`src/rtchp_pkg.sv`:
```
// Constants for the clock chip host port, address map and rate logic
package rtchp_pkg;

  // Clock and timebase
  localparam int CLK_HZ       = 32'h0262_5a00;  // 40 MHz
  localparam int TB_HZ        = 32'h0000_8000;  // 32.768 kHz divider input
  localparam int MS_PER_S     = 32'h0000_03e8;
  localparam int PWRUP_MS     = 32'h0000_00c8;  // 200 ms access guard
  localparam int PWRUP_CYCLES = CLK_HZ / MS_PER_S * PWRUP_MS;

  // Divider chain
  localparam int CHAIN_W      = 32'h0000_000f;

  // Address map
  localparam int ADDR_W       = 32'h0000_0007;
  localparam int DATA_W       = 32'h0000_0008;
  localparam int MAP_BYTES    = 32'h0000_0080;  // 128 locations
  localparam int EXT_BYTES    = 32'h0000_0040;  // extra 64-byte area
  localparam int EXT_SEL_BIT  = 32'h0000_0006;  // bus line 6 picks extra area
  localparam logic [6:0] ADDR_SECONDS   = 7'h00;
  localparam logic [6:0] ADDR_RATE_OSC  = 7'h0a;
  localparam logic [6:0] ADDR_MODE      = 7'h0b;
  localparam logic [6:0] ADDR_FLAGS     = 7'h0c;
  localparam logic [6:0] ADDR_VALID     = 7'h0d;
  localparam int USER_FIRST   = 32'h0000_000e;  // 114 bytes, 14 to 127
  localparam int USER_LAST    = 32'h0000_007f;

  // Field positions
  localparam int SEC_RO_BIT   = 32'h0000_0007;
  localparam int RATE_RO_BIT  = 32'h0000_0007;
  localparam int OSC_LSB      = 32'h0000_0004;
  localparam int MODE_PIE     = 32'h0000_0006;
  localparam int MODE_AIE     = 32'h0000_0005;
  localparam int MODE_UIE     = 32'h0000_0004;
  localparam int MODE_SQUARE_WAVE_ENABLE    = 32'h0000_0003;
  localparam int FLAG_SUMMARY = 32'h0000_0007;
  localparam int FLAG_PERIOD  = 32'h0000_0006;
  localparam int FLAG_ALARM   = 32'h0000_0005;
  localparam int FLAG_UPDATE  = 32'h0000_0004;

  // Oscillator control patterns in bits 6:4
  localparam logic [2:0] OSC_RUN        = 3'h2;
  localparam logic [1:0] OSC_CHAIN_RST  = 2'h3;  // 11X, top two bits

  // Reset and fixed values
  localparam logic [7:0] RATE_RESET     = 8'h26;
  localparam logic [7:0] MODE_RESET     = 8'h00;
  localparam logic [7:0] VALID_VALUE    = 8'h80;  // storage and time valid
  localparam logic [7:0] FILL_VALUE     = 8'hff;
  localparam logic [7:0] ZERO_BYTE      = 8'h00;

  // Rate codes and taps
  localparam logic [3:0] RATE_NONE      = 4'h0;
  localparam logic [3:0] RATE_256HZ     = 4'h1;
  localparam logic [3:0] RATE_128HZ     = 4'h2;
  localparam logic [3:0] TAP_256HZ      = 4'h6;
  localparam logic [3:0] TAP_128HZ      = 4'h7;
  localparam logic [3:0] TAP_OFFSET     = 4'h2;  // codes 3..15 map to taps 1..13

  // Synchroniser slots
  localparam int SYNC_W       = 32'h0000_000e;
  localparam int SI_BUS       = 32'h0000_0000;
  localparam int SI_ALS       = 32'h0000_0008;
  localparam int SI_RD        = 32'h0000_0009;
  localparam int SI_WR        = 32'h0000_000a;
  localparam int SI_CS        = 32'h0000_000b;
  localparam int SI_LOW       = 32'h0000_000c;
  localparam int SI_CLR       = 32'h0000_000d;
  localparam logic [13:0] SYNC_RESET    = 14'h3e00;

endpackage : rtchp_pkg

```
`src/rtchp_host_port.sv`:
```
// Host port, storage map, interrupt and square-wave logic of the clock chip
`timescale 1ns/10ps
`default_nettype none

// Functional notes
// - Address from bus bits 6:0 latched at falling address strobe, used next phase.
// - On reads the device drives eight data bits soon after the read strobe falls.
// - Read ends and bus floats when read strobe goes high.
// - Access only while select is low; unselected cycles still latch addresses.
// - Supply low forces select inactive, inputs ignored, outputs floated.
// - Accesses refused for 200 ms after supply valid, and unless divider runs.
// - Rate field picks periodic interrupt period; zero means none.
// - Square wave taken from one of thirteen divider taps chosen by rate.
// - Square wave toggles only while its enable bit is set, else held low.
// - No square wave while supply is low.
// - Interrupt line low while any flag and its enable are both set.
// - Interrupt pin only pulls low, floats otherwise; external pull-up.
// - Clear pin low at supply-up fills all 114 user bytes with ones.
// - 128 locations: ten time bytes, four control registers, 114 user bytes.
// - Writes to flag and valid registers ignored; reads give contents.
// - Bit 7 of rate register is read-only; other bits writable.
// - Top bit of the seconds byte is read-only.
// - Bus line six from address phase selects the extra 64-byte area.
// - Flag read clears flags and summary; events during read land afterwards, except one in the read's first cycle, which is dropped unread.
// - Flags set regardless of enable; late enable asserts interrupt at once.
// - Rate bits 6:4: 010 runs, 11X holds chain reset, others stop.
// - Three mode bits enable alarm, periodic and update-ended interrupts.
module rtchp_host_port #(
  parameter int POWER_UP_CYCLES = rtchp_pkg::PWRUP_CYCLES
) (
  input  wire logic       ref_clk,
  input  wire logic       resetn,
  input  wire logic [7:0] sharedAddrDataBusIn,
  output logic      [7:0] sharedAddrDataBusOut,
  output logic            sharedAddrDataBusOe,
  input  wire logic       addressLatchStrobe,
  input  wire logic       readStrobeN,
  input  wire logic       writeStrobeN,
  input  wire logic       chipSelectN,
  input  wire logic       supplyLow,
  input  wire logic       userStorageClearN,
  input  wire logic       extAreaEnable,
  input  wire logic       alarmEvent,
  input  wire logic       updateEndedEvent,
  output logic            irqOut,
  output logic            irqOe,
  output logic            squareWaveOut,
  output logic            squareWaveOe
);

  localparam int TOTAL_BYTES = rtchp_pkg::MAP_BYTES + rtchp_pkg::EXT_BYTES;

  // Input synchronisers
  logic [rtchp_pkg::SYNC_W-1:0] rawIn;
  logic [rtchp_pkg::SYNC_W-1:0] syncA;
  logic [rtchp_pkg::SYNC_W-1:0] syncB;
  logic [rtchp_pkg::SYNC_W-1:0] syncC;
  logic [rtchp_pkg::SYNC_W-1:0] filt;
  logic [rtchp_pkg::SYNC_W-1:0] filtPrev;

  assign rawIn = {userStorageClearN, supplyLow, chipSelectN, writeStrobeN,
                  readStrobeN, addressLatchStrobe, sharedAddrDataBusIn};

  genvar gi;
  generate
    for (gi = 0; gi < rtchp_pkg::SYNC_W; gi++)
    begin : g_sync
      // Filter only looks at the second and third stages
      always_ff @(posedge ref_clk or negedge resetn)
      begin
        if (!resetn)
        begin
          syncA[gi]    <= rtchp_pkg::SYNC_RESET[gi];
          syncB[gi]    <= rtchp_pkg::SYNC_RESET[gi];
          syncC[gi]    <= rtchp_pkg::SYNC_RESET[gi];
          filt[gi]     <= rtchp_pkg::SYNC_RESET[gi];
          filtPrev[gi] <= rtchp_pkg::SYNC_RESET[gi];
        end
        else
        begin
          syncA[gi]    <= rawIn[gi];
          syncB[gi]    <= syncA[gi];
          syncC[gi]    <= syncB[gi];
          if (syncB[gi] == syncC[gi])
            filt[gi] <= syncC[gi];
          filtPrev[gi] <= filt[gi];
        end
      end
    end
  endgenerate

  logic [7:0] busF;
  logic       lowF;
  logic       csActiveF;
  logic       alsFall;
  logic       rdFall;
  logic       rdRise;
  logic       wrRise;
  logic       supplyUp;

  assign busF      = filt[rtchp_pkg::SI_BUS +: rtchp_pkg::DATA_W];
  assign lowF      = filt[rtchp_pkg::SI_LOW];
  assign csActiveF = !filt[rtchp_pkg::SI_CS] && !lowF;
  assign alsFall   = filtPrev[rtchp_pkg::SI_ALS] && !filt[rtchp_pkg::SI_ALS];
  assign rdFall    = filtPrev[rtchp_pkg::SI_RD] && !filt[rtchp_pkg::SI_RD];
  assign rdRise    = !filtPrev[rtchp_pkg::SI_RD] && filt[rtchp_pkg::SI_RD];
  assign wrRise    = !filtPrev[rtchp_pkg::SI_WR] && filt[rtchp_pkg::SI_WR];
  assign supplyUp  = filtPrev[rtchp_pkg::SI_LOW] && !lowF;

  // Control registers
  logic [7:0] rateOsc;
  logic [7:0] modeCtl;
  logic [3:0] rateSel;
  logic       oscRun;
  logic       chainHold;

  assign rateSel   = rateOsc[3:0];
  assign oscRun    = rateOsc[rtchp_pkg::OSC_LSB +: 3] == rtchp_pkg::OSC_RUN;
  assign chainHold = rateOsc[rtchp_pkg::OSC_LSB + 1 +: 2] == rtchp_pkg::OSC_CHAIN_RST;

  // Power-up guard
  logic [31:0] guardCount;
  logic        guardDone;
  logic        accessOk;

  always_ff @(posedge ref_clk or negedge resetn)
  begin
    if (!resetn)
      guardCount <= '0;
    else if (lowF)
      guardCount <= '0;
    else if (!guardDone)
      guardCount <= guardCount + 32'h0000_0001;
  end

  assign guardDone = guardCount >= POWER_UP_CYCLES;
  // Oscillator gating follows the register; the reset value runs the chain so
  // software is not locked out forever
  assign accessOk  = guardDone && oscRun && csActiveF;

  // Address phase
  logic [6:0] capAddr;
  logic       capExt;

  always_ff @(posedge ref_clk or negedge resetn)
  begin
    if (!resetn)
    begin
      capAddr <= '0;
      capExt  <= 1'b0;
    end
    else if (alsFall && !lowF)
    begin
      // Latched even when the chip is not selected
      capAddr <= busF[rtchp_pkg::ADDR_W-1:0];
      capExt  <= extAreaEnable && busF[rtchp_pkg::EXT_SEL_BIT];
    end
  end

  logic [7:0] memIndex;
  logic       isCtrl;

  always_comb
  begin
    if (capExt)
      memIndex = {2'b10, capAddr[5:0]};
    else
      memIndex = {1'b0, capAddr};
    isCtrl = !capExt && capAddr >= rtchp_pkg::ADDR_RATE_OSC
             && capAddr <= rtchp_pkg::ADDR_VALID;
  end

  logic doWrite;
  logic doRead;
  assign doWrite = wrRise && accessOk;
  assign doRead  = rdFall && accessOk;

  // Storage, no reset: contents are battery backed
  logic [7:0] mem [0:TOTAL_BYTES-1];

  always_ff @(posedge ref_clk)
  begin
    if (supplyUp && !filt[rtchp_pkg::SI_CLR])
    begin
      for (int i = rtchp_pkg::USER_FIRST; i <= rtchp_pkg::USER_LAST; i++)
        mem[i] <= rtchp_pkg::FILL_VALUE;
    end
    else if (doWrite && !isCtrl)
    begin
      if (!capExt && capAddr == rtchp_pkg::ADDR_SECONDS)
        mem[memIndex] <= {mem[memIndex][rtchp_pkg::SEC_RO_BIT],
                          busF[rtchp_pkg::SEC_RO_BIT-1:0]};
      else
        mem[memIndex] <= busF;
    end
  end

  always_ff @(posedge ref_clk or negedge resetn)
  begin
    if (!resetn)
    begin
      rateOsc <= rtchp_pkg::RATE_RESET;
      modeCtl <= rtchp_pkg::MODE_RESET;
    end
    else if (doWrite && !capExt)
    begin
      if (capAddr == rtchp_pkg::ADDR_RATE_OSC)
        rateOsc <= {rateOsc[rtchp_pkg::RATE_RO_BIT],
                    busF[rtchp_pkg::RATE_RO_BIT-1:0]};
      else if (capAddr == rtchp_pkg::ADDR_MODE)
        modeCtl <= busF;
      // Flag and valid registers drop writes
    end
  end

  // Timebase and divider chain
  logic [31:0]                   tbAcc;
  logic [31:0]                   tbNext;
  logic                          tbTick;
  logic [rtchp_pkg::CHAIN_W-1:0] chain;

  assign tbNext = tbAcc + rtchp_pkg::TB_HZ;
  assign tbTick = tbNext >= rtchp_pkg::CLK_HZ;

  always_ff @(posedge ref_clk or negedge resetn)
  begin
    if (!resetn)
      tbAcc <= '0;
    else if (tbTick)
      tbAcc <= tbNext - rtchp_pkg::CLK_HZ;
    else
      tbAcc <= tbNext;
  end

  always_ff @(posedge ref_clk or negedge resetn)
  begin
    if (!resetn)
      chain <= '0;
    else if (chainHold)
      chain <= '0;
    else if (oscRun && tbTick)
      chain <= chain + 15'h0001;
  end

  // Tap selection
  logic [3:0] tapIndex;
  logic       tapValue;
  logic       tapPrev;
  logic       rateOn;

  always_comb
  begin
    case (rateSel)
      rtchp_pkg::RATE_256HZ: tapIndex = rtchp_pkg::TAP_256HZ;
      rtchp_pkg::RATE_128HZ: tapIndex = rtchp_pkg::TAP_128HZ;
      rtchp_pkg::RATE_NONE:  tapIndex = '0;
      default:               tapIndex = rateSel - rtchp_pkg::TAP_OFFSET;
    endcase
  end

  assign tapValue = chain[tapIndex];
  assign rateOn   = rateSel != rtchp_pkg::RATE_NONE && oscRun;

  always_ff @(posedge ref_clk or negedge resetn)
  begin
    if (!resetn)
      tapPrev <= 1'b0;
    else
      tapPrev <= tapValue;
  end

  // One full tap period elapses between falling edges
  logic periodicEvent;
  assign periodicEvent = rateOn && tapPrev && !tapValue;

  always_ff @(posedge ref_clk or negedge resetn)
  begin
    if (!resetn)
      squareWaveOut <= 1'b0;
    else
      squareWaveOut <= modeCtl[rtchp_pkg::MODE_SQUARE_WAVE_ENABLE] && rateOn && !lowF
                       && tapValue;
  end

  assign squareWaveOe = !lowF;

  // Interrupt flags with double latching around a flag read
  logic [2:0] flags;
  logic [2:0] pending;
  logic [2:0] events;
  logic [2:0] enables;
  logic       flagReadBusy;
  logic       irqSummary;

  assign events  = {periodicEvent, alarmEvent, updateEndedEvent};
  assign enables = {modeCtl[rtchp_pkg::MODE_PIE], modeCtl[rtchp_pkg::MODE_AIE],
                    modeCtl[rtchp_pkg::MODE_UIE]};

  always_ff @(posedge ref_clk or negedge resetn)
  begin
    if (!resetn)
    begin
      flags        <= '0;
      pending      <= '0;
      flagReadBusy <= 1'b0;
    end
    else if (flagReadBusy)
    begin
      if (rdRise || lowF)
      begin
        // Held events, and one arriving now, survive the clear
        flags        <= pending | events;
        pending      <= '0;
        flagReadBusy <= 1'b0;
      end
      else
        pending <= pending | events;
    end
    else
    begin
      flags <= flags | events;
      if (doRead && !capExt && capAddr == rtchp_pkg::ADDR_FLAGS)
        flagReadBusy <= 1'b1;
    end
  end

  assign irqSummary = |(flags & enables);
  assign irqOut     = 1'b0;
  assign irqOe      = irqSummary && !lowF;

  // Read data path
  logic [7:0] readValue;
  logic       readActive;

  always_comb
  begin
    if (capExt || !isCtrl)
      readValue = mem[memIndex];
    else
    begin
      case (capAddr)
        rtchp_pkg::ADDR_RATE_OSC: readValue = rateOsc;
        rtchp_pkg::ADDR_MODE:     readValue = modeCtl;
        rtchp_pkg::ADDR_FLAGS:    readValue = {irqSummary, flags,
                                               4'h0};
        rtchp_pkg::ADDR_VALID:    readValue = rtchp_pkg::VALID_VALUE;
        default:                  readValue = rtchp_pkg::ZERO_BYTE;
      endcase
    end
  end

  always_ff @(posedge ref_clk or negedge resetn)
  begin
    if (!resetn)
      sharedAddrDataBusOut <= rtchp_pkg::ZERO_BYTE;
    else if (doRead)
      sharedAddrDataBusOut <= readValue;
  end

  always_ff @(posedge ref_clk or negedge resetn)
  begin
    if (!resetn)
      readActive <= 1'b0;
    else if (rdRise || lowF || !csActiveF)
      readActive <= 1'b0;
    else if (doRead)
      readActive <= 1'b1;
  end

  assign sharedAddrDataBusOe = readActive && !lowF;

endmodule : rtchp_host_port

`default_nettype wire

```
`config.mk`:
```
export PLATFORM = sky130hd
export DESIGN_NAME = rtchp_host_port
export DESIGN_NICKNAME = d
export VERILOG_FILES = /design/src/rtchp_pkg.sv /design/src/rtchp_host_port.sv
export SDC_FILE = /design/constraint.sdc
export NUM_CORES = 2
export LEC_CHECK = 0
export BUFFER_PORTS_ARGS = -buffer_cell sky130_fd_sc_hd__buf_2
export CORE_ASPECT_RATIO = 1.25
export CORE_MARGIN = 2
export CORE_UTILIZATION = 30
export DETAILED_ROUTE_END_ITERATION = 10
export MAX_ROUTING_LAYER = met4
export SLEW_MARGIN = 15
export SYNTH_ARGS = -nofsm -noshare
export SYNTH_HDL_FRONTEND = slang
export SYNTH_SLANG_ARGS = --single-unit
```
`constraint.sdc`:
```
create_clock -name ref_clk -period 11.5 [get_ports ref_clk]
set_input_delay 0.575 -clock ref_clk [delete_from_list [all_inputs] [get_ports ref_clk]]
set_output_delay 0.575 -clock ref_clk [all_outputs]
set_load 0.1 [all_outputs]
```
==> metrics <==
first-pass GRT wire length=323000 um; sequential share of the synthesized area=0.696; area occupied by multi-input gates=20600 um^2; GRT Residual Overflow=0; number of buffers on the longest clock path=3; chip width=444 um; critical path class=flop to flop; vias in the first global route=42.6k; status=complete, no violations; H-tree lvl count=4; Avg Vias per Cell=5.34; average routed wire per standard cell=28.8 um; share of async-settable or async-resettable flops after synthesis=0.100; synthesized instance count=4548; number of maximum-capacitance constraint violations=0; Slew @ Worst Pin=1.24 ns; pin count of the biggest net entering global routing=113; clock buffer count from CTS=169; Hold Fails Final Rpt=0; power density cells=207 nW/um^2; most used flip-flop cell after synthesis=sky130_fd_sc_hd__edfxtp_1; number of iterations in the first detailed-routing pass=8; post-synth top area cell=sky130_fd_sc_hd__edfxtp_1; dominant cell by count in the synthesized netlist=sky130_fd_sc_hd__edfxtp_1; floorplan die height=553 um; Final Core Density=0.344; post-CTS setup buffers=0; DIE AREA=246000 um^2; num ports=32; Fin Clk Skew=0.0523 ns; Max rail drop VDD=180 uV; area share of the largest cell type after synthesis=0.637; slowest cell on the critical path=sky130_fd_sc_hd__dfrtp_4; antenna violations before repair=11; DRT iter0 DRCs=5918; number of clock sinks=1707; clk slew on worst S/H paths=0.06 ns; biggest area contributors in the synthesized netlist=sky130_fd_sc_hd__edfxtp_1 (64%), sky130_fd_sc_hd__mux4_2 (14%), sky130_fd_sc_hd__nand2_1 (5.1%); total routing usage reported by global routing=0.190; clock insertion delay at the later pin of the skew report=0.87 ns; Site Rows=201; buffer cell driving the clock tree root=sky130_fd_sc_hd__clkbuf_16; unrepaired setup endpoints after global routing=false; total of fill cells in the finished design=22.8k; Routed Wire Length=229000 um; cell leakage power=0.0253 uW; max incr delay on CP=0.91 ns; final RePlAce weighted congestion=0.976; cell area after technology mapping=72500 um^2; CTS tree=built; element type at the critical path start=flop; ratio of final minimum period to clock period=0.478; post-layout net count=4706; synthesized area per cell=15.9 um^2; cells traversed along the worst timing path=buf_12, buf_4, mux4_2, mux2i_1, o21ai_0, mux2i_1, o221a_2, o2111a_1, a21oi_4, buf_4, or3_1; count of state elements after synthesis=1707; kind of end point of the critical path=flop; time the final worst path needs with I/O delays and setup=5.50 ns; Ys Warns=0; number of vias in the routed layout=42.6k; area delta synth->final=14.0%; DRC errors left=0; Initial Utilization=0.302; setup TNS=0 ns; CTS-repair resized insts=0; Crit Path Max Fanout=86; arrival time at the worst endpoint=6.10 ns; Port Buffers=30; worst hold-check path type=primary input to flop; fmax=182 MHz; Max-Slew Margin vs Limit=0.172; Data required, critical path=12.09 ns; remaining number of nets flagged by the antenna check after routing=0; number of enable flip-flop cells after synthesis=1536; sum of net half-perimeters after detailed placement=157000 um; core footprint=240000 um^2; total setup violations reported at the end of the flow=0; Commonest cells post-synth=sky130_fd_sc_hd__edfxtp_1 (1536), sky130_fd_sc_hd__nand2_1 (978), sky130_fd_sc_hd__mux4_2 (455); count of different cell masters after synthesis=87; Slew Viols, Final=0; layout cell share with drive strength beyond 1=0.218; area of all sequential standard cells=50500 um^2
==> placed cells by master, fill, tap and decap left out, types with 29 or more instances in the layout <==
master / netlist / layout
sky130_fd_sc_hd__edfxtp_1: 1536 / 1536
sky130_fd_sc_hd__mux2i_1: 47 / 47
sky130_fd_sc_hd__clkinv_1: 0 / 37
sky130_fd_sc_hd__o21ai_1: 2 / 37
sky130_fd_sc_hd__buf_2: 103 / 29
sky130_fd_sc_hd__conb_1: 1 / 33
sky130_fd_sc_hd__nor2_1: 325 / 313
sky130_fd_sc_hd__xor2_1: 43 / 43
sky130_fd_sc_hd__dfrtp_1: 145 / 134
sky130_fd_sc_hd__nor3_1: 36 / 33
sky130_fd_sc_hd__nand3_1: 75 / 73
sky130_fd_sc_hd__buf_4: 52 / 195
sky130_fd_sc_hd__nand2_1: 978 / 975
sky130_fd_sc_hd__mux4_2: 455 / 455
sky130_fd_sc_hd__xnor2_1: 30 / 30
sky130_fd_sc_hd__o21ai_0: 161 / 126
sky130_fd_sc_hd__clkbuf_16: 0 / 170
==> per-stage QoR <==
step | setup slack, ns | instance area (um^2) | cells | power (uW) | hold WS [ns]
2_1_floorplan | 6.51 | 72600 | 4580 | 9800 | 0.279
3_3_place_gp | 6.15 | 76800 | 7637 | 11500 | 0.335
3_5_place_dp | 6.10 | 76800 | 7637 | 11500 | 0.335
4_1_cts | 6.07 | 82600 | 7967 | 17100 | 0.115
5_1_grt | 5.76 | 82600 | 7969 | 17500 | 0.149
6_report | 6.00 | 82600 | 7971 | 17100 | 0.158
==> worst max-delay path: cells and delay by family (launching register included) <==
kind                   cells  cell delay [ns]
buffers and inverters      3             1.60
muxes                      3             1.12
DFF                        1             0.91
AOI/OAI and AO/OA          4             0.81
and+or+nand+nor            1             0.42
==> power by group <==
| part | internal (uW) | switching, uW |
|---|---|---|
| registers | 7090 | 185 |
| clock network | 3170 | 2480 |
| logic | 1530 | 2620 |
==> area by class of cell <==
class / count / share of cell area
multi-input combinational: 2527 / 0.249
inverter: 26 / 0.00118
tap: 3146 / 0.0476
timing repair buffer: 248 / 0.0230
clock buffer: 199 / 0.0536
sequential: 1707 / 0.611
clock inverter: 114 / 0.0148
antenna: 4 / 0.000121
==> metal layers <==
| metal | up-vias | GRT usage | routed length [um] |
|---|---|---|---|
| met3 | 641 | 0.0325 | 18200 |
| met5 | - | - | 0 |
| met2 | 2260 | 0.307 | 112000 |
| li1 | 17500 | - | - |
| met1 | 22200 | 0.218 | 81000 |
| met4 | 0 | 0.121 | 17600 |
==> cells by family (layout without fill, tap and decap cells) <==
logic type	count (synthesis)	after routing	synth area share
buffers and inverters	346	587	0.0239
muxes	521	521	0.151
DFF	1707	1707	0.696
xor gates and xnor gates	73	73	0.00882
AOI/OAI and AO/OA	311	311	0.0268
adders and majority gates	22	22	0.00332
and+or+nand+nor	1567	1567	0.0902
other	1	37	0.0000518
==> registers in the layout (all words and copies together) (netlist names), 14 cells and up <==
| signal | count |
|---|---|
| chain | 15 |
| mem | 1536 |
| tbAcc | 23 |
| guardCount | 32 |
| syncB | 14 |
| syncA | 14 |
| syncC | 14 |
==> path summary, 6_finish.rpt <==
kind | from | cells after the start | slack (ns) | end
setup / recovery | capAddr[0] | 11 | 6.00 | mem[14][7]
hold / removal | extAreaEnable | 3 | 0.16 | capExt
setup reg to reg | capAddr[0] | 11 | 6.00 | mem[14][7]
hold reg to reg | syncA[11] | 0 | 0.34 | syncB[11]
max in group asynchronous | resetn | 4 | 9.11 | capAddr[1]
min in group asynchronous | resetn | 2 | 0.31 | guardCount[5]
==> what timing repair did <==
action,in CTS,in global routing
hold buffers,17,0
endpoints found under the hold margin,78,0
endpoints found under the setup margin,0,0
No activity file was read; power rests on OpenSTA's default activity.
